===== config.mk =====
export PLATFORM = sky130hd
export DESIGN_NAME = rncr_regs
export DESIGN_NICKNAME = d
export VERILOG_FILES = /design/src/core/rncr_pkg.sv /design/src/core/rncr_regs.sv /design/src/core/rncr_field_reg.sv
export VERILOG_INCLUDE_DIRS = /design/src /design/src/core
export SDC_FILE = /design/constraint.sdc
export NUM_CORES = 1
export LEC_CHECK = 0
export BUFFER_PORTS_ARGS = -buffer_cell sky130_fd_sc_hd__buf_2
export CORE_MARGIN = 10
export CORE_UTILIZATION = 45
export CTS_CLUSTER_DIAMETER = 100
export DETAILED_ROUTE_END_ITERATION = 10
export PLACE_DENSITY = 0.7
export SKIP_CTS_REPAIR_TIMING = 1
export SYNTH_ARGS = -nofsm -noshare
export SYNTH_HDL_FRONTEND = slang
export SYNTH_HIERARCHICAL = 1
export SYNTH_SLANG_ARGS = --single-unit

===== constraint.sdc =====
create_clock -name sys_clk -period 2.75 [get_ports sys_clk]
set_clock_uncertainty 0.15 [all_clocks]
set_input_delay 0.4125 -clock sys_clk [delete_from_list [all_inputs] [get_ports sys_clk]]
set_output_delay 0.4125 -clock sys_clk [all_outputs]
set_load 0.01 [all_outputs]

===== src/core/rncr_params.svh =====
// Offsets, reset values and field positions of the nibble/calibration bank
// Assumes inclusion by bare name from the top module, the fabric model and the bench
`ifndef RNCR_PARAMS_SVH
`define RNCR_PARAMS_SVH

// ----------------------------------------------------------------------
// Register offsets (word addresses on the register port)
// ----------------------------------------------------------------------
`define RNCR_OFS_NIB0     8'h00
`define RNCR_OFS_NIB1     8'h01
`define RNCR_OFS_CAL      8'h02
`define RNCR_OFS_DBG_SEL  8'h38
`define RNCR_OFS_DBG_RES  8'h39
`define RNCR_OFS_DBG_CTR  8'h3a
`define RNCR_OFS_HOLE_LO  8'h3b
`define RNCR_OFS_HOLE_HI  8'h3f

// ----------------------------------------------------------------------
// Reset values
// ----------------------------------------------------------------------
`define RNCR_RST_NIB0     7'h00
`define RNCR_RST_NIB1     12'h000
`define RNCR_RST_CAL      3'h1
`define RNCR_RST_CTR      1'h0
`define RNCR_RST_SEL      8'h00
`define RNCR_RST_RES      16'h0000

// ----------------------------------------------------------------------
// Field positions
// ----------------------------------------------------------------------
`define RNCR_N0_POS_SRC   0
`define RNCR_N0_NEG_SRC   1
`define RNCR_N0_RX_INV    2
`define RNCR_N0_SERIAL    3
`define RNCR_N0_TX_NOGATE 4
`define RNCR_N0_RX_NOGATE 5
`define RNCR_N0_GATE_LEN  6
`define RNCR_N1_POS_PH    0
`define RNCR_N1_NEG_PH    1
`define RNCR_N1_TX_LO     2
`define RNCR_N1_TX_HI     11
`define RNCR_CAL_SELF     0
`define RNCR_CAL_IN_OFF   1
`define RNCR_CAL_OUT_OFF  2
`define RNCR_CTR_GO       0
`define RNCR_SEL_UPPER    7

`endif


===== src/core/rncr_pkg.sv =====
// Types shared by the nibble/calibration register bank
// Assumes the params header sits beside it in core/
package rncr_pkg;

	// ------------------------------------------------------------------
	// Register port request
	// ------------------------------------------------------------------
	typedef struct packed {
		logic [7:0]  addr;   // Word address
		logic [15:0] wdata;  // Write data
		logic        wr;     // Write strobe
		logic        rd;     // Read strobe
	} rncr_bus_req_t;

	// ------------------------------------------------------------------
	// Control carriers, msb first so bit i is field position i
	// ------------------------------------------------------------------
	typedef struct packed {
		logic read_gate_lengthen;     // Bit 6
		logic read_clock_gate_off;    // Bit 5
		logic write_clock_gate_off;   // Bit 4
		logic serial_sample_mode;     // Bit 3
		logic receive_clock_invert;   // Bit 2
		logic neg_strobe_source_bit;  // Bit 1
		logic pos_strobe_source_bit;  // Bit 0
	} rncr_nib0_t;

	typedef struct packed {
		logic [9:0] tx_phase_delay;   // Bits 11:2, one per transmitter
		logic       neg_rx_phase;     // Bit 1
		logic       pos_rx_phase;     // Bit 0
	} rncr_nib1_t;

	typedef struct packed {
		logic output_drift_follow_off; // Bit 2
		logic input_drift_follow_off;  // Bit 1
		logic builtin_self_cal;        // Bit 0
	} rncr_cal_t;

endpackage


===== src/core/rncr_regs.sv =====
// Nibble, calibration and debug-read register bank of the interface unit
// Assumes fabric logic on sys_clk drives the register port; the delay
// ready flag arrives from another timing domain and is synchronised here
//
// Implementation choice: the plain strobed port.
`timescale 1ns/1ps
`default_nettype none
`include "rncr_params.svh"

module rncr_regs
	import rncr_pkg::*;
#(
	parameter logic SERIAL_MODE_ATTR = 1'b0  // Programmed serial setting
) (
	// Clock and reset
	input  wire logic          sys_clk,
	input  wire logic          rstn,
	// Register port
	input  wire rncr_bus_req_t bus_req,
	output logic      [15:0]   reg_rdata,
	// Status sources and delay ready
	input  wire logic [15:0]   self_cal_status,
	input  wire logic [15:0]   other_status,
	input  wire logic          delay_line_ready,
	// Nibble and calibration controls
	output rncr_nib0_t         nib0_ctrl,
	output rncr_nib1_t         nib1_ctrl,
	output rncr_cal_t          cal_ctrl,
	// Debug controls and result
	output logic      [7:0]    debug_read_selector,
	output logic               debug_counter_go,
	output logic      [15:0]   debug_read_result
);

	// ------------------------------------------------------------------
	// Address decode
	// ------------------------------------------------------------------
	logic       wr_nib0;   // Write first nibble control
	logic       wr_nib1;   // Write second nibble control
	logic       wr_cal;    // Write calibration control
	logic       wr_sel;    // Write debug selector
	logic       wr_ctr;    // Write counter control
	logic       in_hole;   // Address in undecoded window

	// Writes only reach decoded registers; all else is dropped
	assign wr_nib0 = bus_req.wr && (bus_req.addr == `RNCR_OFS_NIB0);
	assign wr_nib1 = bus_req.wr && (bus_req.addr == `RNCR_OFS_NIB1);
	assign wr_cal  = bus_req.wr && (bus_req.addr == `RNCR_OFS_CAL);
	assign wr_sel  = bus_req.wr && (bus_req.addr == `RNCR_OFS_DBG_SEL);
	assign wr_ctr  = bus_req.wr && (bus_req.addr == `RNCR_OFS_DBG_CTR);
	assign in_hole = (bus_req.addr >= `RNCR_OFS_HOLE_LO) &&
	                 (bus_req.addr <= `RNCR_OFS_HOLE_HI);

	// ------------------------------------------------------------------
	// Delay ready synchroniser and rise detect
	// ------------------------------------------------------------------
	logic dly_meta_reg;   // First stage, read only by second
	logic dly_sync_reg;   // Second stage
	logic dly_prev_reg;   // Previous synchronised level
	logic dly_meta_next;
	logic dly_sync_next;
	logic dly_prev_next;
	logic ready_rise;     // One-cycle rise of delay ready

	// Next values of the synchroniser chain
	always_comb begin
		dly_meta_next = delay_line_ready;
		dly_sync_next = dly_meta_reg;
		dly_prev_next = dly_sync_reg;
	end

	// Chain registers; reset low so a high level at release counts
	always_ff @(posedge sys_clk) begin
		if (!rstn) begin
			dly_meta_reg <= 1'b0;
			dly_sync_reg <= 1'b0;
			dly_prev_reg <= 1'b0;
		end else begin
			dly_meta_reg <= dly_meta_next;
			dly_sync_reg <= dly_sync_next;
			dly_prev_reg <= dly_prev_next;
		end
	end

	assign ready_rise = dly_sync_reg && !dly_prev_reg;

	// ------------------------------------------------------------------
	// Write data mapped onto fields
	// ------------------------------------------------------------------
	rncr_nib0_t nib0_wval;   // Field view of a first-nibble write
	rncr_nib1_t nib1_wval;   // Field view of a second-nibble write
	rncr_cal_t  cal_wval;    // Field view of a calibration write
	logic [6:0] serial_mask; // Bit overwritten on delay ready

	// Pick each field from its bit; bits above are reserved
	always_comb begin
		nib0_wval = '0;
		nib0_wval.pos_strobe_source_bit =
			bus_req.wdata[`RNCR_N0_POS_SRC];
		nib0_wval.neg_strobe_source_bit =
			bus_req.wdata[`RNCR_N0_NEG_SRC];
		nib0_wval.receive_clock_invert =
			bus_req.wdata[`RNCR_N0_RX_INV];
		nib0_wval.serial_sample_mode =
			bus_req.wdata[`RNCR_N0_SERIAL];
		nib0_wval.write_clock_gate_off =
			bus_req.wdata[`RNCR_N0_TX_NOGATE];
		nib0_wval.read_clock_gate_off =
			bus_req.wdata[`RNCR_N0_RX_NOGATE];
		nib0_wval.read_gate_lengthen =
			bus_req.wdata[`RNCR_N0_GATE_LEN];
	end

	// Second nibble: clock phase and per-transmitter phase
	always_comb begin
		nib1_wval = '0;
		nib1_wval.pos_rx_phase =
			bus_req.wdata[`RNCR_N1_POS_PH];
		nib1_wval.neg_rx_phase =
			bus_req.wdata[`RNCR_N1_NEG_PH];
		nib1_wval.tx_phase_delay =
			bus_req.wdata[`RNCR_N1_TX_HI:`RNCR_N1_TX_LO];
	end

	// Calibration: one enable, two tracking disables
	always_comb begin
		cal_wval = '0;
		cal_wval.builtin_self_cal =
			bus_req.wdata[`RNCR_CAL_SELF];
		cal_wval.input_drift_follow_off =
			bus_req.wdata[`RNCR_CAL_IN_OFF];
		cal_wval.output_drift_follow_off =
			bus_req.wdata[`RNCR_CAL_OUT_OFF];
	end

	assign serial_mask = 7'(1) << `RNCR_N0_SERIAL;

	// ------------------------------------------------------------------
	// Stored registers
	// ------------------------------------------------------------------
	// Delay ready wins over a same-cycle write, so logic that wants
	// serial sampling must write again after ready is seen
	rncr_field_reg #(.W(7), .RST(`RNCR_RST_NIB0)) u_nib0 (
		.sys_clk (sys_clk),
		.rstn    (rstn),
		.sw_we   (wr_nib0),
		.sw_data (nib0_wval),
		.hw_we   (ready_rise),
		.hw_mask (serial_mask),
		.hw_data ({7{SERIAL_MODE_ATTR}} & serial_mask),
		.q       (nib0_ctrl)
	);

	// Second nibble control, software only
	rncr_field_reg #(.W(12), .RST(`RNCR_RST_NIB1)) u_nib1 (
		.sys_clk (sys_clk),
		.rstn    (rstn),
		.sw_we   (wr_nib1),
		.sw_data (nib1_wval),
		.hw_we   (1'b0),
		.hw_mask (12'h000),
		.hw_data (12'h000),
		.q       (nib1_ctrl)
	);

	// Calibration control; self-calibration on out of reset
	rncr_field_reg #(.W(3), .RST(`RNCR_RST_CAL)) u_cal (
		.sys_clk (sys_clk),
		.rstn    (rstn),
		.sw_we   (wr_cal),
		.sw_data (cal_wval),
		.hw_we   (1'b0),
		.hw_mask (3'h0),
		.hw_data (3'h0),
		.q       (cal_ctrl)
	);

	// Debug read selector, low byte only here
	rncr_field_reg #(.W(8), .RST(`RNCR_RST_SEL)) u_sel (
		.sys_clk (sys_clk),
		.rstn    (rstn),
		.sw_we   (wr_sel),
		.sw_data (bus_req.wdata[7:0]),
		.hw_we   (1'b0),
		.hw_mask (8'h00),
		.hw_data (8'h00),
		.q       (debug_read_selector)
	);

	// Debug counter start, one bit
	rncr_field_reg #(.W(1), .RST(`RNCR_RST_CTR)) u_ctr (
		.sys_clk (sys_clk),
		.rstn    (rstn),
		.sw_we   (wr_ctr),
		.sw_data (bus_req.wdata[`RNCR_CTR_GO]),
		.hw_we   (1'b0),
		.hw_mask (1'b0),
		.hw_data (1'b0),
		.q       (debug_counter_go)
	);

	// ------------------------------------------------------------------
	// Debug read result
	// ------------------------------------------------------------------
	logic [15:0] res_reg;   // Chosen status, one cycle behind
	logic [15:0] res_next;

	// Registering the mux costs a cycle but keeps the output a flop
	always_comb begin
		if (debug_read_selector[`RNCR_SEL_UPPER]) begin
			res_next = other_status;
		end else begin
			res_next = self_cal_status;
		end
	end

	// Result register, no software write path
	always_ff @(posedge sys_clk) begin
		if (!rstn) begin
			res_reg <= `RNCR_RST_RES;
		end else begin
			res_reg <= res_next;
		end
	end

	assign debug_read_result = res_reg;

	// ------------------------------------------------------------------
	// Read data
	// ------------------------------------------------------------------
	logic [15:0] rdata_reg;   // Answer, valid only after a read
	logic [15:0] rdata_next;

	// Zero-extend fields; zero outside a read and off the map
	always_comb begin
		rdata_next = 16'h0000;
		if (bus_req.rd) begin
			case (bus_req.addr)
				`RNCR_OFS_NIB0:    rdata_next = {9'h000, nib0_ctrl};
				`RNCR_OFS_NIB1:    rdata_next = {4'h0, nib1_ctrl};
				`RNCR_OFS_CAL:     rdata_next = {13'h0000, cal_ctrl};
				`RNCR_OFS_DBG_SEL: rdata_next = {8'h00, debug_read_selector};
				`RNCR_OFS_DBG_RES: rdata_next = res_reg;
				`RNCR_OFS_DBG_CTR: begin
					rdata_next = {15'h0000, debug_counter_go};
				end
				default:           rdata_next = 16'h0000;
			endcase
		end
	end

	// Read data register
	always_ff @(posedge sys_clk) begin
		if (!rstn) begin
			rdata_reg <= 16'h0000;
		end else begin
			rdata_reg <= rdata_next;
		end
	end

	assign reg_rdata = rdata_reg;
endmodule

`default_nettype wire


===== src/core/rncr_field_reg.sv =====
// One software register with an optional hardware overwrite per bit
// Assumes one clock and a synchronous active-low reset
`timescale 1ns/1ps
`default_nettype none

module rncr_field_reg #(
	parameter int             W   = 8,
	parameter logic [W-1:0]   RST = '0
) (
	// Clock and reset
	input  wire logic         sys_clk,
	input  wire logic         rstn,
	// Software side
	input  wire logic         sw_we,
	input  wire logic [W-1:0] sw_data,
	// Hardware overwrite, wins over software
	input  wire logic         hw_we,
	input  wire logic [W-1:0] hw_mask,
	input  wire logic [W-1:0] hw_data,
	// Stored value
	output logic      [W-1:0] q
);

	logic [W-1:0] q_reg;   // Stored bits
	logic [W-1:0] q_next;  // Next value

	// ------------------------------------------------------------------
	// Next value: software first, hardware overwrite on top
	// ------------------------------------------------------------------
	always_comb begin
		q_next = q_reg;
		if (sw_we) begin
			q_next = sw_data;
		end
		if (hw_we) begin
			// Masked bits only; others keep the software result
			q_next = (q_next & ~hw_mask) | (hw_data & hw_mask);
		end
	end

	// Register only
	always_ff @(posedge sys_clk) begin
		if (!rstn) begin
			q_reg <= RST;
		end else begin
			q_reg <= q_next;
		end
	end

	assign q = q_reg;

endmodule

`default_nettype wire


==> metrics.yaml <==
critical_path:
  cp-end-kind: "register"
  worst_path_max_delay_cell: "or4_4"
  startpoint: "bus_req[19]"
  critPathKind: "input port to register"
  r2r-start: "u_sel/q[7]"
  slowest_delay_ps: 630
  arrival_ps: 2070
  crit_chain: "buf_2 -> or4_4 -> nor2_2 -> and3_1 -> buf_4 -> mux2i_1 -> a211oi_1"
  cp_top_family: "simple AND/OR/NAND/NOR gates"
  crit_path_start_kind: "input port"
  cp_max_fo: 10
  cp.buffers_inverters: 2
  crit_required_ps: 2820
floorplan:
  die_w_microns: 105.5
  core_sq_um: 7176
  die_area_sq_um: 11120
  io_pins: 124
  rows: 31
  start_util_pct: 45.81
  die_h_microns: 105.5
clock_tree:
  clock-root-buffer: "clkbuf_8"
  numCtsBuffers: 9
  clkTransAtPathRegs_ps: 80
  cts_max_level: 3
  cts.path.max_buffers: 2
  insertion_delay_ps: 340
  cts.sinks: 66
  cts_tree: "built"
logic_synthesis:
  synth_cell_types: 41
  ys_seq_elements: 66
  synth_edf_count: 0
  avgSynthCellArea_sq_um: 10.02
  synthFlopType: "dfxtp_1"
  synth_cells: 328
  async_flop_share_pct: 0
  syn_area_sq_um: 3287
  yosysWarnings: 6
  seq_area_frac_synth_pct: 40.20
drt:
  first_pass_iters: 4
  viasPerCell: 4.503
  vias: 2999
  ant_nets: 0
  wirelength_microns: 9835
  wl_per_cell_microns: 14.77
  drc_errors: 0
  drtIter0Drc: 111
pwr:
  p_switching_mw: 0.5930
  pwr-share-comb_pct: 13.0
  peakVddDrop_mv: 0.2603
  powerDensity_nw_per_um2: 492.4
  finalPower_mw: 2.264
  pwr-share-clk_pct: 41.2
  p_leak_nw: 2.154
  sw_frac_of_total_pct: 26.19
  p_int_mw: 1.671
  p_seq_share_pct: 45.8
sta:
  worst_pin_slew_ps: 596.9
  drv_slew: 0
  min_period_ps: 1995
  hold_viol: 0
  setup_viol: 0
  relSlewSlack_pct: 60.20
  rsz0062_at_grt: "false"
  fmax_ghz: 0.5012
  fin_tns_setup_ps: 0
  finalCritPeriodShare_pct: 72.56
global_routing:
  grt-ovfl-total: 0
  first_global_vias: 2973
  grt_max_degree: 26
  grt_use_total_pct: 17.46
  antenna_found_initial: 1
  grt_pass1_wl_microns: 15520
place:
  dp_hpwl_microns: 7885
  place.gp.congestion: 0.8435
  place_inst: 648
  io_buffers: 119
final_layout:
  final_common_cell: "buf_2"
  drive_above_1_share_pct: 30.44
  final-seq-area_sq_um: 1321
  fin_nets: 621
  multi_input_area_sq_um: 2238
  stdcell_count: 666
  final_cell_mix: "119 x buf_2, 114 x conb_1, 66 x dfxtp_1"
  n_fill_cell: 632
  syn_to_final_growth_pct: 39.89
hold_path:
  min_path_type: "input port to register"
  worstHoldStart: "delay_line_ready"
flow_run:
  cap_violations: 0
run_status:
  outcome: "complete, no violations"
## power by group through the flow
stage	Clock, mW	Combinational [mW]	Sequential, mW
6_report	0.932	0.295	1.04
5_1_grt	1.00	0.330	1.04
4_1_cts	0.954	0.290	1.04
3_5_place_dp	0	0.289	1.06
3_3_place_gp	0	0.284	1.06
2_1_floorplan	0	0.154	1.07
## path summary, 6_finish.rpt
| check | end | slack [ps] | depth (start not counted) |
|---|---|---|---|
| hold reg to reg | dly_prev_next | 300 | 1 |
| setup / recovery | u_sel/q[0] | 750 | 7 |
| hold / removal | dly_meta_reg | 120 | 2 |
| setup reg to reg | debug_read_result[5] | 1210 | 3 |
## layout make-up
type,count,share of cell area [%]
timing repair buffer,128,14.42
tap,99,2.694
inverter,5,0.4082
sequential,66,28.73
multi-input combinational,350,48.68
antenna,2,0.1088
clock inverter,6,1.959
clock buffer,10,2.993
## worst register-to-register path, cell delays in order (launching register included)
cell and delay, ps:
dfxtp_1 650, buf_4 330, mux2i_1 240, nor2b_1 70
## per-stage QoR
stage	hold WS [ps]	utilization [%]	cell area (sq um)	setup slack [ps]
after detailed placement	270.8	60.84	4365	407.0
final	119.9	64.08	4598	754.7
after CTS	103.8	64.01	4593	776.1
after global placement	275.9	60.84	4365	453.4
after floorplan	261.9	-	3707	493.4
after global routing	107.3	64.05	4596	662.4
## synth_stat cells, drive strengths merged, types with 2 or more instances
cell type  count  area [sq um]
a21oi          3         22.52
a22o           3         26.28
a22oi          6         50.05
nor3           7         62.56
o2bb2ai        2         17.52
nor2          12         55.06
clkbuf         4         15.01
and3b         30         275.3
buf           15         120.1
and3           5         31.28
a221oi         3         26.28
nor2b         18         112.6
a2bb2oi        2         17.52
and2           9         56.30
nand3          5         25.02
inv            5         18.77
mux2i         53         530.5
nand2         38         142.6
dfxtp         66          1321
conb           2         7.510
a211oi        30         255.2
## per-layer routing
metal / global-route usage [%] / share of wire [%]
met1: 19.65 / 42
met2: 30.58 / 51
met3: 4.324 / 5.1
met4: 7.549 / 1.8
met5: 0 / 0
## cells by family after synthesis
| group | after synthesis | synth area share [%] |
|---|---|---|
| buffers and inverters | 24 | 4.682 |
| AND/OR/NAND/NOR | 130 | 24.59 |
| flip-flops | 66 | 40.20 |
| other | 2 | 0.2285 |
| multiplexers | 54 | 16.48 |
| AO/OA/AOI/OAI | 52 | 13.82 |
(Power assumes the default switching activity.)
